## config.mk

```make
export PLATFORM = sky130hd
export DESIGN_NAME = dmabc_top
export DESIGN_NICKNAME = d
export VERILOG_FILES = /design/src/hw/dmabc_pkg.sv /design/src/hw/dmabc_top.sv
export SDC_FILE = /design/constraint.sdc
export NUM_CORES = 1
export LEC_CHECK = 0
export BUFFER_PORTS_ARGS = -buffer_cell sky130_fd_sc_hd__buf_2
export CORE_UTILIZATION = 54
export CTS_BUF_LIST = sky130_fd_sc_hd__clkbuf_16
export CTS_CLUSTER_DIAMETER = 30
export DETAILED_ROUTE_END_ITERATION = 8
export MAX_ROUTING_LAYER = met4
export PLACE_DENSITY = 0.85
export SLEW_MARGIN = 20
export SYNTH_ARGS = -nofsm -noshare
export SYNTH_HDL_FRONTEND = slang
export SYNTH_SLANG_ARGS = --single-unit
```

## constraint.sdc

```tcl
create_clock -name clk_sys_i -period 2.9 [get_ports clk_sys_i]
set_input_delay 0.435 -clock clk_sys_i [delete_from_list [all_inputs] [get_ports clk_sys_i]]
set_output_delay 0.435 -clock clk_sys_i [all_outputs]
set_load 0.01 [all_outputs]
```

## src/hw/dmabc_pkg.sv

```systemverilog
// Shared constants, register map and state type for the DMA bus-cycle block.
package dmabc_pkg;
   localparam int DMABC_REG_W = 16;
   localparam logic [3:0] DMABC_OFS_COMMAND_WRITE_REG = 4'h0;
   localparam logic [3:0] DMABC_OFS_CTRL = 4'h1;
   localparam logic [3:0] DMABC_OFS_TIM_A = 4'h2;
   localparam logic [3:0] DMABC_OFS_TIM_B = 4'h3;
   localparam logic [3:0] DMABC_OFS_ADDR_A = 4'h4;
   localparam logic [3:0] DMABC_OFS_ADDR_B = 4'h5;
   localparam logic [3:0] DMABC_OFS_BLEN = 4'h6;
   localparam logic [3:0] DMABC_OFS_MATCH = 4'h7;
   localparam logic [3:0] DMABC_OFS_STATUS = 4'h8;
   localparam logic [3:0] DMABC_OFS_COUNT = 4'h9;
   localparam logic [7:0] DMABC_CMD_ENABLE = 8'h87;
   localparam logic [7:0] DMABC_CMD_EN_AFTER_RETURN_FROM_INTERRUPT = 8'hB7;
   localparam logic [7:0] DMABC_CMD_DISABLE = 8'h83;
   localparam logic [7:0] DMABC_CMD_LOAD = 8'hCF;
   localparam int DMABC_CTRL_MODE = 0;
   localparam int DMABC_CTRL_RDY_HI = 2;
   localparam int DMABC_CTRL_WAIT_EN = 3;
   localparam int DMABC_CTRL_VAR = 4;
   localparam int DMABC_CTRL_STOP_MATCH = 5;
   localparam int DMABC_CTRL_OP = 6;
   localparam int DMABC_CTRL_A_TO_B = 8;
   localparam int DMABC_CTRL_A_IO = 9;
   localparam int DMABC_CTRL_B_IO = 10;
   localparam int DMABC_CTRL_A_INC = 11;
   localparam int DMABC_CTRL_B_INC = 12;
   localparam int DMABC_CTRL_INT_RDY = 13;
   localparam logic [1:0] DMABC_MODE_BYTE = 2'h0;
   localparam logic [1:0] DMABC_MODE_CONT = 2'h1;
   localparam logic [1:0] DMABC_MODE_BURST = 2'h2;
   localparam int DMABC_TIM_LEN = 0;
   localparam int DMABC_TIM_E_IO_REQUEST_STROBE = 3;
   localparam int DMABC_TIM_E_MEMORY_REQUEST_STROBE = 4;
   localparam int DMABC_TIM_E_RD = 5;
   localparam int DMABC_TIM_E_WR = 6;
   localparam int DMABC_STS_OWNER = 0;
   localparam int DMABC_STS_MATCH = 1;
   localparam int DMABC_STS_EOB = 2;
   localparam int DMABC_STS_INT = 3;
   localparam logic [15:0] DMABC_CTRL_RST = 16'h0000;
   localparam logic [15:0] DMABC_TIM_RST = 16'h0003;
   localparam logic [15:0] DMABC_ADDR_RST = 16'h0000;
   localparam logic [15:0] DMABC_BLEN_RST = 16'h0000;
   localparam logic [7:0] DMABC_MATCH_RST = 8'h00;
   localparam logic [2:0] DMABC_DEF_MEM_LEN = 3'h3;
   localparam logic [2:0] DMABC_DEF_IO_LEN = 3'h4;
   localparam logic [2:0] DMABC_VAR_MIN_LEN = 3'h2;
   localparam logic [2:0] DMABC_VAR_MAX_LEN = 3'h4;
   localparam logic [2:0] DMABC_WS_T2 = 3'h2;
   localparam logic [2:0] DMABC_WS_T3 = 3'h3;
   localparam logic [2:0] DMABC_WS_NONE = 3'h0;
   localparam logic [1:0] DMABC_BAI_LOW_EDGES = 2'h2;
   typedef enum logic [2:0] {
      ST_OFF, ST_WAIT_RDY, ST_ACK, ST_READ, ST_WRITE, ST_IDLE_RDY, ST_REL
   } dmabc_state_e;
endpackage

```

## src/hw/dmabc_top.sv

```systemverilog
// DMA bus-cycle engine: host register port, bus request and release, read/write strobes.
//
// The strobed register port and the register addresses were decided locally.
`timescale 1ns/100ps
`default_nettype none
// Behaviour
// - While inactive the block is a host peripheral taking writes and giving status reads.
// - Host status, counter and address reads return data the cycle after the strobe.
// - Default timing: read data captured at the falling edge of the last state.
// - Default memory cycles last three states, I/O cycles four with one inserted wait.
// - Wait input sampled at falling edge of T2 (memory) or T3 (I/O); low adds a state, resampled.
// - Read and write port cycle lengths programmable to two, three or four states.
// - Variable mode: each strobe may end half a state early.
// - Variable mode: I/O strobe starts half a state before the other strobes.
// - Variable mode waits: memory 3/4-state at T2, I/O 4-state at T3 only.
// - Variable mode: data captured where read strobe ends, held through the write.
// - Ready sampled every rising edge; active and bus free gives bus request next edge.
// - Two consecutive low acknowledge samples, transfer starts on the next rising edge.
// - Byte mode: bus request dropped one rising edge before the byte's last cycle ends.
// - Byte mode: next request waits until request and acknowledge are both high.
// - Burst/continuous: request dropped on the edge finishing the block; last byte completes.
// - Burst: ready inactive releases the bus on the edge after the current byte.
// - Continuous: ready inactive keeps the bus and idles until ready returns.
// - Burst/continuous: stop on match releases after the next read (search) or following write.
// - Interrupt on ready never requests the bus; re-enable is B7, 87, then return.
// - Interrupt output asserted only while the block is inactive.
module dmabc_top
   import dmabc_pkg::*;
(
   input wire logic clk_sys_i,
   input wire logic sys_rst_i,
   input wire logic ce_i,
   input wire logic [3:0] reg_addr_i,
   input wire logic [15:0] reg_wdata_i,
   input wire logic reg_wr_i,
   input wire logic reg_rd_i,
   output logic [15:0] reg_rdata_o,
   output logic [15:0] addr_o,
   input wire logic [7:0] data_i,
   output logic [7:0] data_o,
   output logic data_oe_o,
   output logic bus_oe_o,
   output logic memory_request_strobe_n_o,
   output logic io_request_strobe_n_o,
   output logic rd_n_o,
   output logic wr_n_o,
   input wire logic ready_i,
   input wire logic wait_n_i,
   output logic bus_request_out_n_o,
   output logic bus_request_out_oe_o,
   input wire logic bus_request_in_n_i,
   input wire logic bus_ack_in_n_i,
   output logic bus_ack_chain_out_n_o,
   input wire logic return_from_interrupt_i,
   output logic int_n_o
);
   dmabc_state_e state_reg;
   logic tph_reg, stretch_reg, req_reg, rdy_s_reg, match_reg, match_old_reg, eob_reg;
   logic int_pend_reg, arm_reg, en_pend_reg;
   logic [2:0] t_reg;
   logic [1:0] bai_cnt_reg;
   logic [15:0] ctrl_reg, tim_a_reg, tim_b_reg, addr_a_reg, addr_b_reg, blen_reg, count_reg;
   logic [15:0] cur_a_reg, cur_b_reg;
   logic [7:0] match_byte_reg;

   // The block's logic runs at twice the bus state rate: tph_reg low is the high half of a
   // state, so the next edge is a falling one; tph_reg high means a rising edge comes next.
   logic tick, fall, rd_st, cyc_act, owner, inactive, a_to_b, src_io, dst_io, io_now, var_md;
   logic op_xfer, op_srch, byte_md, final_cyc, last_t, cyc_end, byte_end, cap, rdy_act;
   logic last_byte, stop_now, wr_cmd, cfg_wr, go_cmd, go_return_from_interrupt;
   logic [15:0] tim_now;
   logic [2:0] len_fld, cyc_len, ws_t;
   logic [1:0] mode;
   logic [7:0] cmd;

   assign tick = ce_i && tph_reg;
   assign fall = ce_i && !tph_reg;
   assign rd_st = (state_reg == ST_READ);
   assign cyc_act = rd_st || (state_reg == ST_WRITE);
   assign owner = cyc_act || (state_reg == ST_IDLE_RDY);
   assign inactive = (state_reg == ST_OFF) || (state_reg == ST_WAIT_RDY);
   assign mode = ctrl_reg[DMABC_CTRL_MODE +: 2];
   assign byte_md = (mode == DMABC_MODE_BYTE);
   assign var_md = ctrl_reg[DMABC_CTRL_VAR];
   assign op_xfer = ctrl_reg[DMABC_CTRL_OP];
   assign op_srch = ctrl_reg[DMABC_CTRL_OP + 1];
   assign a_to_b = ctrl_reg[DMABC_CTRL_A_TO_B];
   assign src_io = a_to_b ? ctrl_reg[DMABC_CTRL_A_IO] : ctrl_reg[DMABC_CTRL_B_IO];
   assign dst_io = a_to_b ? ctrl_reg[DMABC_CTRL_B_IO] : ctrl_reg[DMABC_CTRL_A_IO];
   assign io_now = rd_st ? src_io : dst_io;
   assign tim_now = (rd_st == a_to_b) ? tim_a_reg : tim_b_reg;
   assign len_fld = tim_now[DMABC_TIM_LEN +: 3];
   assign rdy_act = (ready_i == ctrl_reg[DMABC_CTRL_RDY_HI]);

   // Cycle length: fixed in default timing, per port in variable mode.
   always_comb begin
      if (!var_md) begin
         cyc_len = io_now ? DMABC_DEF_IO_LEN : DMABC_DEF_MEM_LEN;
      end else if (len_fld < DMABC_VAR_MIN_LEN) begin
         cyc_len = DMABC_VAR_MIN_LEN;
      end else if (len_fld > DMABC_VAR_MAX_LEN) begin
         cyc_len = DMABC_VAR_MAX_LEN;
      end else begin
         cyc_len = len_fld;
      end
   end

   // State whose falling edge samples the wait input; a two-state cycle cannot stretch.
   always_comb begin
      if (!var_md) begin
         ws_t = io_now ? DMABC_WS_T3 : DMABC_WS_T2;
      end else if (io_now) begin
         ws_t = (cyc_len == DMABC_VAR_MAX_LEN) ? DMABC_WS_T3 : DMABC_WS_NONE;
      end else begin
         ws_t = (cyc_len >= DMABC_DEF_MEM_LEN) ? DMABC_WS_T2 : DMABC_WS_NONE;
      end
   end

   assign last_t = (t_reg == cyc_len);
   assign cyc_end = cyc_act && tick && last_t && !stretch_reg;
   assign final_cyc = !rd_st || !op_xfer;
   assign byte_end = cyc_end && final_cyc;
   assign last_byte = (count_reg == blen_reg);
   // Matches are known one operation late, so a search stops on the read after the match.
   assign stop_now = ctrl_reg[DMABC_CTRL_STOP_MATCH] && !byte_md &&
      (op_xfer ? match_reg : match_old_reg);

   always_ff @(posedge clk_sys_i) begin
      if (sys_rst_i) begin
         tph_reg <= 1'b0;
      end else if (ce_i) begin
         tph_reg <= !tph_reg;
      end
   end

   always_ff @(posedge clk_sys_i) begin
      if (sys_rst_i) begin
         t_reg <= 3'h1;
         stretch_reg <= 1'b0;
      end else if (ce_i) begin
         if (!cyc_act) begin
            t_reg <= 3'h1;
            stretch_reg <= 1'b0;
         end else begin
            if (!tph_reg && t_reg == ws_t && ctrl_reg[DMABC_CTRL_WAIT_EN]) begin
               stretch_reg <= !wait_n_i;
            end
            if (tph_reg) begin
               if (stretch_reg) begin
                  stretch_reg <= 1'b0;
               end else if (last_t) begin
                  t_reg <= 3'h1;
               end else begin
                  t_reg <= t_reg + 3'h1;
               end
            end
         end
      end
   end

   function automatic logic win(input logic early_start, input logic early_end);
      return cyc_act && !(t_reg == 3'h1 && !tph_reg && !early_start) &&
         !(early_end && last_t && tph_reg && !stretch_reg);
   endfunction

   assign rd_n_o = !(rd_st && win(1'b0, var_md && tim_now[DMABC_TIM_E_RD]));
   assign wr_n_o = !(state_reg == ST_WRITE && win(1'b0, var_md && tim_now[DMABC_TIM_E_WR]));
   assign memory_request_strobe_n_o = !(!io_now && win(1'b0, var_md && tim_now[DMABC_TIM_E_MEMORY_REQUEST_STROBE]));
   assign io_request_strobe_n_o =
      !(io_now && win(var_md, var_md && tim_now[DMABC_TIM_E_IO_REQUEST_STROBE]));
   assign addr_o = (rd_st == a_to_b) ? cur_a_reg : cur_b_reg;
   assign bus_oe_o = owner;
   assign data_oe_o = (state_reg == ST_WRITE);
   assign bus_request_out_n_o = 1'b0;
   assign bus_request_out_oe_o = req_reg;
   assign bus_ack_chain_out_n_o = bus_ack_in_n_i || req_reg;
   assign int_n_o = !(int_pend_reg && inactive);

   // Default timing latches at the falling edge of the last state; variable timing latches
   // where the read strobe rises, which is earlier when that strobe ends early.
   assign cap = rd_st && last_t && ce_i &&
      ((!tph_reg && (!var_md || tim_now[DMABC_TIM_E_RD])) ||
       (var_md && !tim_now[DMABC_TIM_E_RD] && tph_reg && !stretch_reg));

   always_ff @(posedge clk_sys_i) begin
      if (sys_rst_i) begin
         data_o <= 8'h00;
      end else if (cap) begin
         data_o <= data_i;
      end
   end

   assign cmd = reg_wdata_i[7:0];
   assign wr_cmd = reg_wr_i && (reg_addr_i == DMABC_OFS_COMMAND_WRITE_REG);
   assign cfg_wr = reg_wr_i && inactive;
   assign go_cmd = wr_cmd && (cmd == DMABC_CMD_ENABLE) && !arm_reg;
   assign go_return_from_interrupt = return_from_interrupt_i && arm_reg && en_pend_reg;

   always_ff @(posedge clk_sys_i) begin
      if (sys_rst_i) begin
         ctrl_reg <= DMABC_CTRL_RST;
         tim_a_reg <= DMABC_TIM_RST;
         tim_b_reg <= DMABC_TIM_RST;
         addr_a_reg <= DMABC_ADDR_RST;
         addr_b_reg <= DMABC_ADDR_RST;
         blen_reg <= DMABC_BLEN_RST;
         match_byte_reg <= DMABC_MATCH_RST;
      end else if (ce_i && cfg_wr) begin
         case (reg_addr_i)
            DMABC_OFS_CTRL: ctrl_reg <= reg_wdata_i;
            DMABC_OFS_TIM_A: tim_a_reg <= reg_wdata_i;
            DMABC_OFS_TIM_B: tim_b_reg <= reg_wdata_i;
            DMABC_OFS_ADDR_A: addr_a_reg <= reg_wdata_i;
            DMABC_OFS_ADDR_B: addr_b_reg <= reg_wdata_i;
            DMABC_OFS_BLEN: blen_reg <= reg_wdata_i;
            DMABC_OFS_MATCH: match_byte_reg <= reg_wdata_i[7:0];
            default: ;
         endcase
      end
   end

   always_ff @(posedge clk_sys_i) begin
      if (sys_rst_i) begin
         reg_rdata_o <= 16'h0000;
      end else if (ce_i) begin
         reg_rdata_o <= 16'h0000;
         if (reg_rd_i) begin
            case (reg_addr_i)
               DMABC_OFS_CTRL: reg_rdata_o <= ctrl_reg;
               DMABC_OFS_TIM_A: reg_rdata_o <= tim_a_reg;
               DMABC_OFS_TIM_B: reg_rdata_o <= tim_b_reg;
               DMABC_OFS_ADDR_A: reg_rdata_o <= cur_a_reg;
               DMABC_OFS_ADDR_B: reg_rdata_o <= cur_b_reg;
               DMABC_OFS_BLEN: reg_rdata_o <= blen_reg;
               DMABC_OFS_MATCH: reg_rdata_o <= {8'h00, match_byte_reg};
               DMABC_OFS_COUNT: reg_rdata_o <= count_reg;
               DMABC_OFS_STATUS: begin
                  reg_rdata_o[DMABC_STS_OWNER] <= !inactive;
                  reg_rdata_o[DMABC_STS_MATCH] <= match_reg;
                  reg_rdata_o[DMABC_STS_EOB] <= eob_reg;
                  reg_rdata_o[DMABC_STS_INT] <= int_pend_reg;
               end
               default: ;
            endcase
         end
      end
   end

   // Interrupt latches: the return clears, a new event in the same cycle wins.
   always_ff @(posedge clk_sys_i) begin
      if (sys_rst_i) begin
         int_pend_reg <= 1'b0;
         arm_reg <= 1'b0;
         en_pend_reg <= 1'b0;
      end else if (ce_i) begin
         if (return_from_interrupt_i) begin
            int_pend_reg <= 1'b0;
         end
         if (go_return_from_interrupt) begin
            arm_reg <= 1'b0;
            en_pend_reg <= 1'b0;
         end
         if (wr_cmd && cmd == DMABC_CMD_EN_AFTER_RETURN_FROM_INTERRUPT) begin
            arm_reg <= 1'b1;
         end
         if (wr_cmd && cmd == DMABC_CMD_ENABLE && arm_reg) begin
            en_pend_reg <= 1'b1;
         end
         if (state_reg == ST_WAIT_RDY && tick && rdy_s_reg && ctrl_reg[DMABC_CTRL_INT_RDY]) begin
            int_pend_reg <= 1'b1;
         end
      end
   end

   always_ff @(posedge clk_sys_i) begin
      if (sys_rst_i) begin
         match_reg <= 1'b0;
         match_old_reg <= 1'b0;
      end else if (ce_i) begin
         if (wr_cmd && cmd == DMABC_CMD_LOAD) begin
            match_reg <= 1'b0;
            match_old_reg <= 1'b0;
         end
         if (byte_end) begin
            match_old_reg <= match_reg;
         end
         if (cap && op_srch && data_i == match_byte_reg) begin
            match_reg <= 1'b1;
         end
      end
   end

   always_ff @(posedge clk_sys_i) begin
      if (sys_rst_i) begin
         rdy_s_reg <= 1'b0;
         bai_cnt_reg <= 2'h0;
      end else if (tick) begin
         rdy_s_reg <= rdy_act;
         if (state_reg != ST_ACK || bus_ack_in_n_i) begin
            bai_cnt_reg <= 2'h0;
         end else if (bai_cnt_reg != DMABC_BAI_LOW_EDGES) begin
            bai_cnt_reg <= bai_cnt_reg + 2'h1;
         end
      end
   end

   always_ff @(posedge clk_sys_i) begin
      if (sys_rst_i) begin
         state_reg <= ST_OFF;
         req_reg <= 1'b0;
         eob_reg <= 1'b0;
         count_reg <= 16'h0000;
         cur_a_reg <= DMABC_ADDR_RST;
         cur_b_reg <= DMABC_ADDR_RST;
      end else if (ce_i) begin
         case (state_reg)
            ST_OFF: begin
               if (go_cmd || go_return_from_interrupt) begin
                  state_reg <= ST_WAIT_RDY;
                  eob_reg <= 1'b0;
               end
            end
            ST_WAIT_RDY: begin
               if (tick && rdy_s_reg) begin
                  if (ctrl_reg[DMABC_CTRL_INT_RDY]) begin
                     state_reg <= ST_OFF;
                  end else if (bus_request_in_n_i) begin
                     req_reg <= 1'b1;
                     state_reg <= ST_ACK;
                  end
               end
            end
            ST_ACK: begin
               if (tick && bai_cnt_reg == DMABC_BAI_LOW_EDGES) begin
                  state_reg <= ST_READ;
               end
            end
            ST_READ: begin
               if (cyc_end && op_xfer) begin
                  state_reg <= ST_WRITE;
               end
            end
            ST_WRITE: ;
            ST_IDLE_RDY: begin
               if (tick && rdy_s_reg) begin
                  state_reg <= ST_READ;
               end
            end
            ST_REL: begin
               if (tick) begin
                  req_reg <= 1'b0;
                  if (!req_reg && bus_ack_in_n_i) begin
                     state_reg <= ST_WAIT_RDY;
                  end
               end
            end
            default: state_reg <= ST_OFF;
         endcase
         // The host sees the release one state early; it cannot start before the cycle ends.
         if (cyc_act && final_cyc && byte_md && tick && !stretch_reg &&
             t_reg == cyc_len - 3'h1) begin
            req_reg <= 1'b0;
         end
         if (byte_end) begin
            count_reg <= count_reg + 16'h0001;
            if (ctrl_reg[DMABC_CTRL_A_INC]) begin
               cur_a_reg <= cur_a_reg + 16'h0001;
            end
            if (ctrl_reg[DMABC_CTRL_B_INC]) begin
               cur_b_reg <= cur_b_reg + 16'h0001;
            end
            if (last_byte || stop_now) begin
               state_reg <= ST_OFF;
               req_reg <= 1'b0;
               eob_reg <= last_byte;
            end else if (byte_md) begin
               state_reg <= ST_REL;
            end else if (!rdy_s_reg) begin
               state_reg <= (mode == DMABC_MODE_CONT) ? ST_IDLE_RDY : ST_REL;
            end else begin
               state_reg <= ST_READ;
            end
         end
         if (wr_cmd && cmd == DMABC_CMD_LOAD && inactive) begin
            count_reg <= 16'h0000;
            cur_a_reg <= addr_a_reg;
            cur_b_reg <= addr_b_reg;
         end
         if (wr_cmd && cmd == DMABC_CMD_DISABLE) begin
            state_reg <= ST_OFF;
            req_reg <= 1'b0;
         end
      end
   end
endmodule
`default_nettype wire

```

Yosys cells after proc, flatten, opt, wreduce, memory -nomap -nowiden
Cells that the tools add are included.
{ "word_totals": {"regBits": 194, "out_inout_bits": 50} }
{ "op_classes": {"n_addsub": 6, "magnitude_cmp": 3, "n_eq_ne": 43, "n_mux": 73, "n_reduce_logical": 134} }
{ "op_table": {"columns": ["cell", "count"], "rows": [
  ["2-to-1 mux 16 bit", 10],
  ["case mux 12 bit (8 select lines)", 1],
  ["logical AND 1 bit", 71],
  ["2-to-1 mux 3 bit", 22],
  ["adder 16 x 1 -> 16 bit, second input constant", 3],
  ["case mux 4 bit (9 select lines)", 1],
  ["== test 8 bit, second input constant", 4],
  ["2-to-1 mux 1 bit", 29],
  ["AND reduction 2 bit", 14],
  ["logical NOT 1 bit", 23],
  ["case mux 3 bit (7 select lines)", 1],
  ["nonzero test 2 bit", 9],
  ["== test 16 bit", 1],
  ["== test 4 x 3 -> 1 bit, second input constant", 4],
  ["2-to-1 mux 2 bit", 7],
  ["== test 3 bit, second input constant", 4],
  ["inequality test 4 x 2 -> 1 bit, second input constant", 3],
  ["inequality test 4 bit, second input constant", 3],
  ["logical OR 1 bit", 10],
  ["AND reduction 10 bit", 1],
  ["== test 3 bit", 3],
  ["AND reduction 3 bit", 3],
  ["== test 4 x 2 -> 1 bit, second input constant", 2],
  ["== test 4 bit, second input constant", 2],
  ["other kinds (23)", 28]
]} }

Longest topological paths before layout
{ "logic_depth": {"word_depth": 18, "ltp_mapped": 14} }

Worst setup path after synthesis
Ideal clock, no wire load.
{ "synth_path": {"path_type": "flip-flop to flip-flop", "from": "register state_reg[0]", "to": "register stretch_reg", "arrival_time_ns": 3.035, "slack_ns": -0.205, "stages_incl_launch_ff": 15, "cell_sequence": "dfxtp_1 > buf_2 > and3b_1 > buf_4 > xnor2_4 > mux4_2 > a21oi_1 > inv_1 > ha_1 > o21ai_0 > xor2_1 > and3_1 > a311oi_1 > o21ai_0 > a21oi_1"} }
{ "synth_via": {"elab_chain_cells": 18, "elab_cells_between_ends": 26, "cone_classes": "order compare: 3; eq/ne: 5; mux: 15; reduce/logical: 3"} }
{ "synth_lines": {"columns": ["item", "line", "source"], "rows": [
  ["from (decl)", "dmabc_top.sv:57", "dmabc_state_e state_reg;"],
  ["from (signal assigned)", "dmabc_top.sv:379", "state_reg <= (mode == DMABC_MODE_CONT) ? ST_IDLE_RDY : ST_REL;"],
  ["== test 3 x 2 -> 1 bit", "dmabc_top.sv:78", "assign rd_st = (state_reg == ST_READ);"],
  ["== test 1 bit", "dmabc_top.sv:91", "assign tim_now = (rd_st == a_to_b) ? tim_a_reg : tim_b_reg;"],
  ["2-to-1 mux 7 bit", "dmabc_top.sv:91", null],
  ["greater-than comparator 3 bit", "dmabc_top.sv:101", "end else if (len_fld > DMABC_VAR_MAX_LEN) begin"],
  ["2-to-1 mux 3 bit", "dmabc_top.sv:101", null],
  ["2-to-1 mux 3 bit", "dmabc_top.sv:99", "end else if (len_fld < DMABC_VAR_MIN_LEN) begin"],
  ["2-to-1 mux 3 bit", "dmabc_top.sv:97", "if (!var_md) begin"],
  [">= comparator 3 x 2 -> 1 bit or == test 3 bit (tied branches)", "dmabc_top.sv:115, dmabc_top.sv:113", null],
  ["2-to-1 mux 2 bit (on tied branches)", "dmabc_top.sv:115, dmabc_top.sv:113", null],
  ["2-to-1 mux 2 bit", "dmabc_top.sv:112", "end else if (io_now) begin"],
  ["2-to-1 mux 2 bit", "dmabc_top.sv:110", "if (!var_md) begin"],
  ["== test 3 bit", "dmabc_top.sv:145", "if (!tph_reg && t_reg == ws_t && ctrl_reg[DMABC_CTRL_WAIT_EN]) begin"],
  ["logical AND 1 bit (2 in series)", "dmabc_top.sv:145", null],
  ["2-to-1 mux 1 bit", "dmabc_top.sv:145", null],
  ["2-to-1 mux 1 bit", "dmabc_top.sv:149", "if (stretch_reg) begin"],
  ["2-to-1 mux 1 bit", "dmabc_top.sv:148", "if (tph_reg) begin"],
  ["2-to-1 mux 1 bit *", "dmabc_top.sv:141", "if (!cyc_act) begin"],
  ["to (signal assigned)", "dmabc_top.sv:146", "stretch_reg <= !wait_n_i;"],
  ["to (decl)", "dmabc_top.sv:58", "logic tph_reg, stretch_reg, req_reg, rdy_s_reg, match_reg, match_old_reg, eob_reg;"]
]} }
Every way passes the cells marked *; elsewhere a longest branch is shown, timed or not.
A chain may end at the register's enable or synchronous reset.

Worst setup path after layout
{ "layout_path": {"from": "register state_reg[2]", "to": "register count_reg[11]"} }
{ "layout_via": {"elab_chain_cells": 13, "elab_cells_between_ends": 26, "cone_classes": "order compare: 2; eq/ne: 5; mux: 7; reduce/logical: 12"} }
{ "layout_lines": {"columns": ["item", "line", "source"], "rows": [
  ["== test 3 x 2 -> 1 bit", "dmabc_top.sv:78", null],
  ["== test 1 bit", "dmabc_top.sv:91", null],
  ["2-to-1 mux 7 bit", "dmabc_top.sv:91", null],
  ["greater-than comparator 3 bit", "dmabc_top.sv:101", null],
  ["2-to-1 mux 3 bit", "dmabc_top.sv:101", null],
  ["2-to-1 mux 3 bit", "dmabc_top.sv:99", null],
  ["2-to-1 mux 3 bit", "dmabc_top.sv:97", null],
  ["== test 3 bit", "dmabc_top.sv:119", "assign last_t = (t_reg == cyc_len);"],
  ["logical AND 1 bit (2 in series)", "dmabc_top.sv:120", "assign cyc_end = cyc_act && tick && last_t && !stretch_reg;"],
  ["logical AND 1 bit", "dmabc_top.sv:122", "assign byte_end = cyc_end && final_cyc;"],
  ["nonzero test 2 bit (no source line)", null, null],
  ["AND reduction 2 bit (no source line)", null, null],
  ["to (signal assigned)", "dmabc_top.sv:365", "count_reg <= count_reg + 16'h0001;"],
  ["to (decl)", "dmabc_top.sv:62", "logic [15:0] ctrl_reg, tim_a_reg, tim_b_reg, addr_a_reg, addr_b_reg, blen_reg, count_reg;"]
]} }
Parallel ways exist; a longest one is shown, timed or not.

==> flow_metrics.env <==
export IMPL_violations="negative setup slack"
export IMPL_wirelength_mm=32.6
export IMPL_cp_buffers_inverters=2
export IMPL_grt_met1_usage_pct=44.6
export IMPL_cp_arrival_ps=3330
export IMPL_setup_ws_ps=-48.8
export IMPL_synth_area_sq_um=9860
export IMPL_timing_worst_setup_path_type="reg -> reg"
export IMPL_gp_congestion=0.989
export IMPL_cts_max_level=4
export IMPL_core_sq_um=17900
export IMPL_track_usage_pct=34.9
export IMPL_area_growth_pct=17.5
export IMPL_cp_slowest_cell="mux4_2"
export IMPL_worstSetupEndpointType="flip-flop"
export IMPL_grt_util_met3_pct=8.89
export IMPL_grt_pass1_vias=9020
export IMPL_rsz0062_at_grt="yes"
export IMPL_cts_max_path_buffers=2
export IMPL_numCtsBuffers=17
export IMPL_mostFrequentLayoutCells="279 x nand2_1, 193 x dfxtp_1, 179 x a21oi_1"
export IMPL_syn_inst=1309
export IMPL_dp_hpwl_mm=21.9
export IMPL_cp_max_fo=5
export IMPL_swShare_pct=24.7
export IMPL_seq_power_share_pct=50.1
export IMPL_vias=10300
export IMPL_synth_nets=1357
export IMPL_clk_latency_ps=440
export IMPL_final_hold_viol_count=0
export IMPL_synthFlopType="dfxtp_1"
export IMPL_crit_family="simple AND/OR/NAND/NOR gates"
export IMPL_ir_drop_mv=0.460
export IMPL_die_y_um=137
export IMPL_fin_util_pct=64.7
export IMPL_viasPerCell=6.34
export IMPL_synth_seq_cells=194
export IMPL_start_kind="flip-flop"
export IMPL_antenna_cells=0
export IMPL_tightest_slew_ps=913
export IMPL_drtAntennaViolNets=0
export IMPL_use_met2_pct=50.4
export IMPL_drt_iter0_drc=1421
export IMPL_cts_root_buf="clkbuf_16"
export IMPL_cts_sinks=194
export IMPL_p_comb_share_pct=5.3
export IMPL_layout_commonest_cell="nand2_1"
export IMPL_yosysSeqAreaShare_pct=39.4
export IMPL_status="complete, but fails checks"
export IMPL_avgSynthCellArea_sq_um=7.53
export IMPL_dr_pass1_iters=7
export IMPL_slew_viol_final=0
export IMPL_p_int_uw=4040
export IMPL_place_area_sq_um=10700
export IMPL_die_w_um=137
export IMPL_powerDensity_nw_per_um2=463
export IMPL_final_nets=1433
export IMPL_grt_busiest_layer="met2"
export IMPL_crit_chain="and3b_2 -> xnor2_4 -> mux4_2 -> buf_4 -> buf_4 -> nor3_2 -> o21a_2 -> nor3_4 -> or3_4 -> or3_1 -> a21oi_2"
export IMPL_ys_warn_count=0
export IMPL_p_leak_uw=0.00434
export IMPL_io_buffers=86
export IMPL_post_route_drc_count=0
export IMPL_drive_gt1_share_pct=17.7
export IMPL_final_period_utilization_pct=102
export IMPL_io_pins=88
export IMPL_wl_per_cell_um=20.0
export IMPL_relSlewSlack_pct=39.1
export IMPL_cp_required_ps=3280
export IMPL_grt_antenna_before_repair=0
export IMPL_rows=49
export IMPL_grt_max_degree=61
export IMPL_cts_tree="built"
export IMPL_cap_violations=0
export IMPL_crit_path_frequent_cell="buf_4"
export IMPL_power_switching_uw=1320
export IMPL_reg2reg_slack_ps=-50
export IMPL_final_area_sq_um=11600
export IMPL_fp_dieArea_sq_um=18800
export IMPL_hold_buffers=0
export IMPL_synth_edf_count=0
export IMPL_finalClockSkew_ps=12.5
export IMPL_power_frac_clock_pct=44.5
export IMPL_start_util_pct=55.1
export IMPL_grt_pass1_wl_mm=48.4
export IMPL_synth_distinct_cells=58
export IMPL_async_flop_share_pct=0
export IMPL_hp_class="in -> reg"
export IMPL_fin_crit_ps=2950
export IMPL_fmax_ghz=0.339
export IMPL_fin_setup_tns_ps=-305
export IMPL_cp_slowest_stage_delay_ps=560
export IMPL_clk_pin_slew_ps=80
export IMPL_grt_ovfl_total=0
export IMPL_setup_viol=9
-- power by group through the flow --
stage / Clock (uW) / Sequential [uW] / Combinational, uW
after floorplan: 0 / 2740 / 150
after global placement: 0 / 2750 / 269
after detailed placement: 0 / 2750 / 270
after CTS: 2390 / 2690 / 272
final: 2390 / 2690 / 286
after global routing: 2500 / 2690 / 299
-- tightest hold or removal path: cells and delay by family --
kind / cells / cell delay [ps]
and+or+nand+nor: 1 / 70
buffers and inverters: 1 / 100
muxes: 1 / 60
-- logic make-up (layout without fill, tap and decap cells) --
group | Yosys count | in the layout | synth area share, %
AND/OR/NAND/NOR | 559 | 559 | 25.4
flip-flops | 194 | 194 | 39.4
buffers and inverters | 119 | 208 | 4.79
adder cells (fa/ha/maj) | 10 | 10 | 1.27
other | 1 | 1 | 0.0380
AO/OA/AOI/OAI | 351 | 351 | 21.5
XOR/XNOR | 41 | 41 | 3.83
multiplexers | 34 | 34 | 3.81
-- synth_stat cells (all sizes together) (10+ instances only) --
cell type,count,area share (%)
nand2,279,11
mux2,18,2.1
a211oi,14,1.1
xnor2,18,1.8
and3,11,0.70
o21ai,44,2.2
mux2i,15,1.5
nand3,54,2.7
xor2,23,2.0
a222oi,12,1.2
a21oi,184,9.3
nand4,21,1.3
nor2,95,3.6
nor4,11,0.70
nand2b,16,1.0
a22oi,42,3.2
clkbuf,89,3.4
nor3,28,1.5
ha,10,1.3
dfxtp,194,39
buf,15,0.83
inv,15,0.57
-- per-stage QoR --
step / hold slack, ps / total power, uW / std cells / setup WS (ps)
after floorplan: 433 / 2890 / 1309 / 2.77
after global placement: 440 / 3020 / 1585 / 89.0
after detailed placement: 443 / 3020 / 1585 / 48.9
after CTS: 256 / 5340 / 1622 / -37.8
after global routing: 259 / 5480 / 1627 / -211
final: 263 / 5360 / 1627 / -48.8
-- cell type report --
cell class,count,area (sq um)
fill,1533,6320
multi-input combinational,996,5670
sequential,194,3880
timing repair buffer,161,1100
clock buffer,17,425
tap,229,287
clock inverter,15,158
inverter,15,56.3
-- per-layer routing --
| metal | part of all wire, % | vias to the layer above | wire length, um |
|---|---|---|---|
| met5 | 0 | - | 0 |
| met4 | 5.4 | 0 | 1750 |
| met3 | 11 | 126 | 3720 |
| met2 | 44 | 628 | 14200 |
| met1 | 40 | 4796 | 12900 |
| li1 | - | 4767 | - |
-- worst paths after layout --
check / startpoint / end / depth (start not counted)
hold reg to reg: addr_b_reg[9] / addr_b_reg[9] / 2
setup reg to reg: state_reg[2] / count_reg[11] / 11
hold / removal: data_i[5] / data_o[5] / 3
setup / recovery: state_reg[2] / count_reg[11] / 11
-- what timing repair did --
item	in CTS	in global routing
pin swaps	10	16
resized for setup	8	27
cloned	0	3
endpoints found under the setup margin	4	38
setup buffers	5	2
Note: power is estimated with default switching activity, not from simulation.
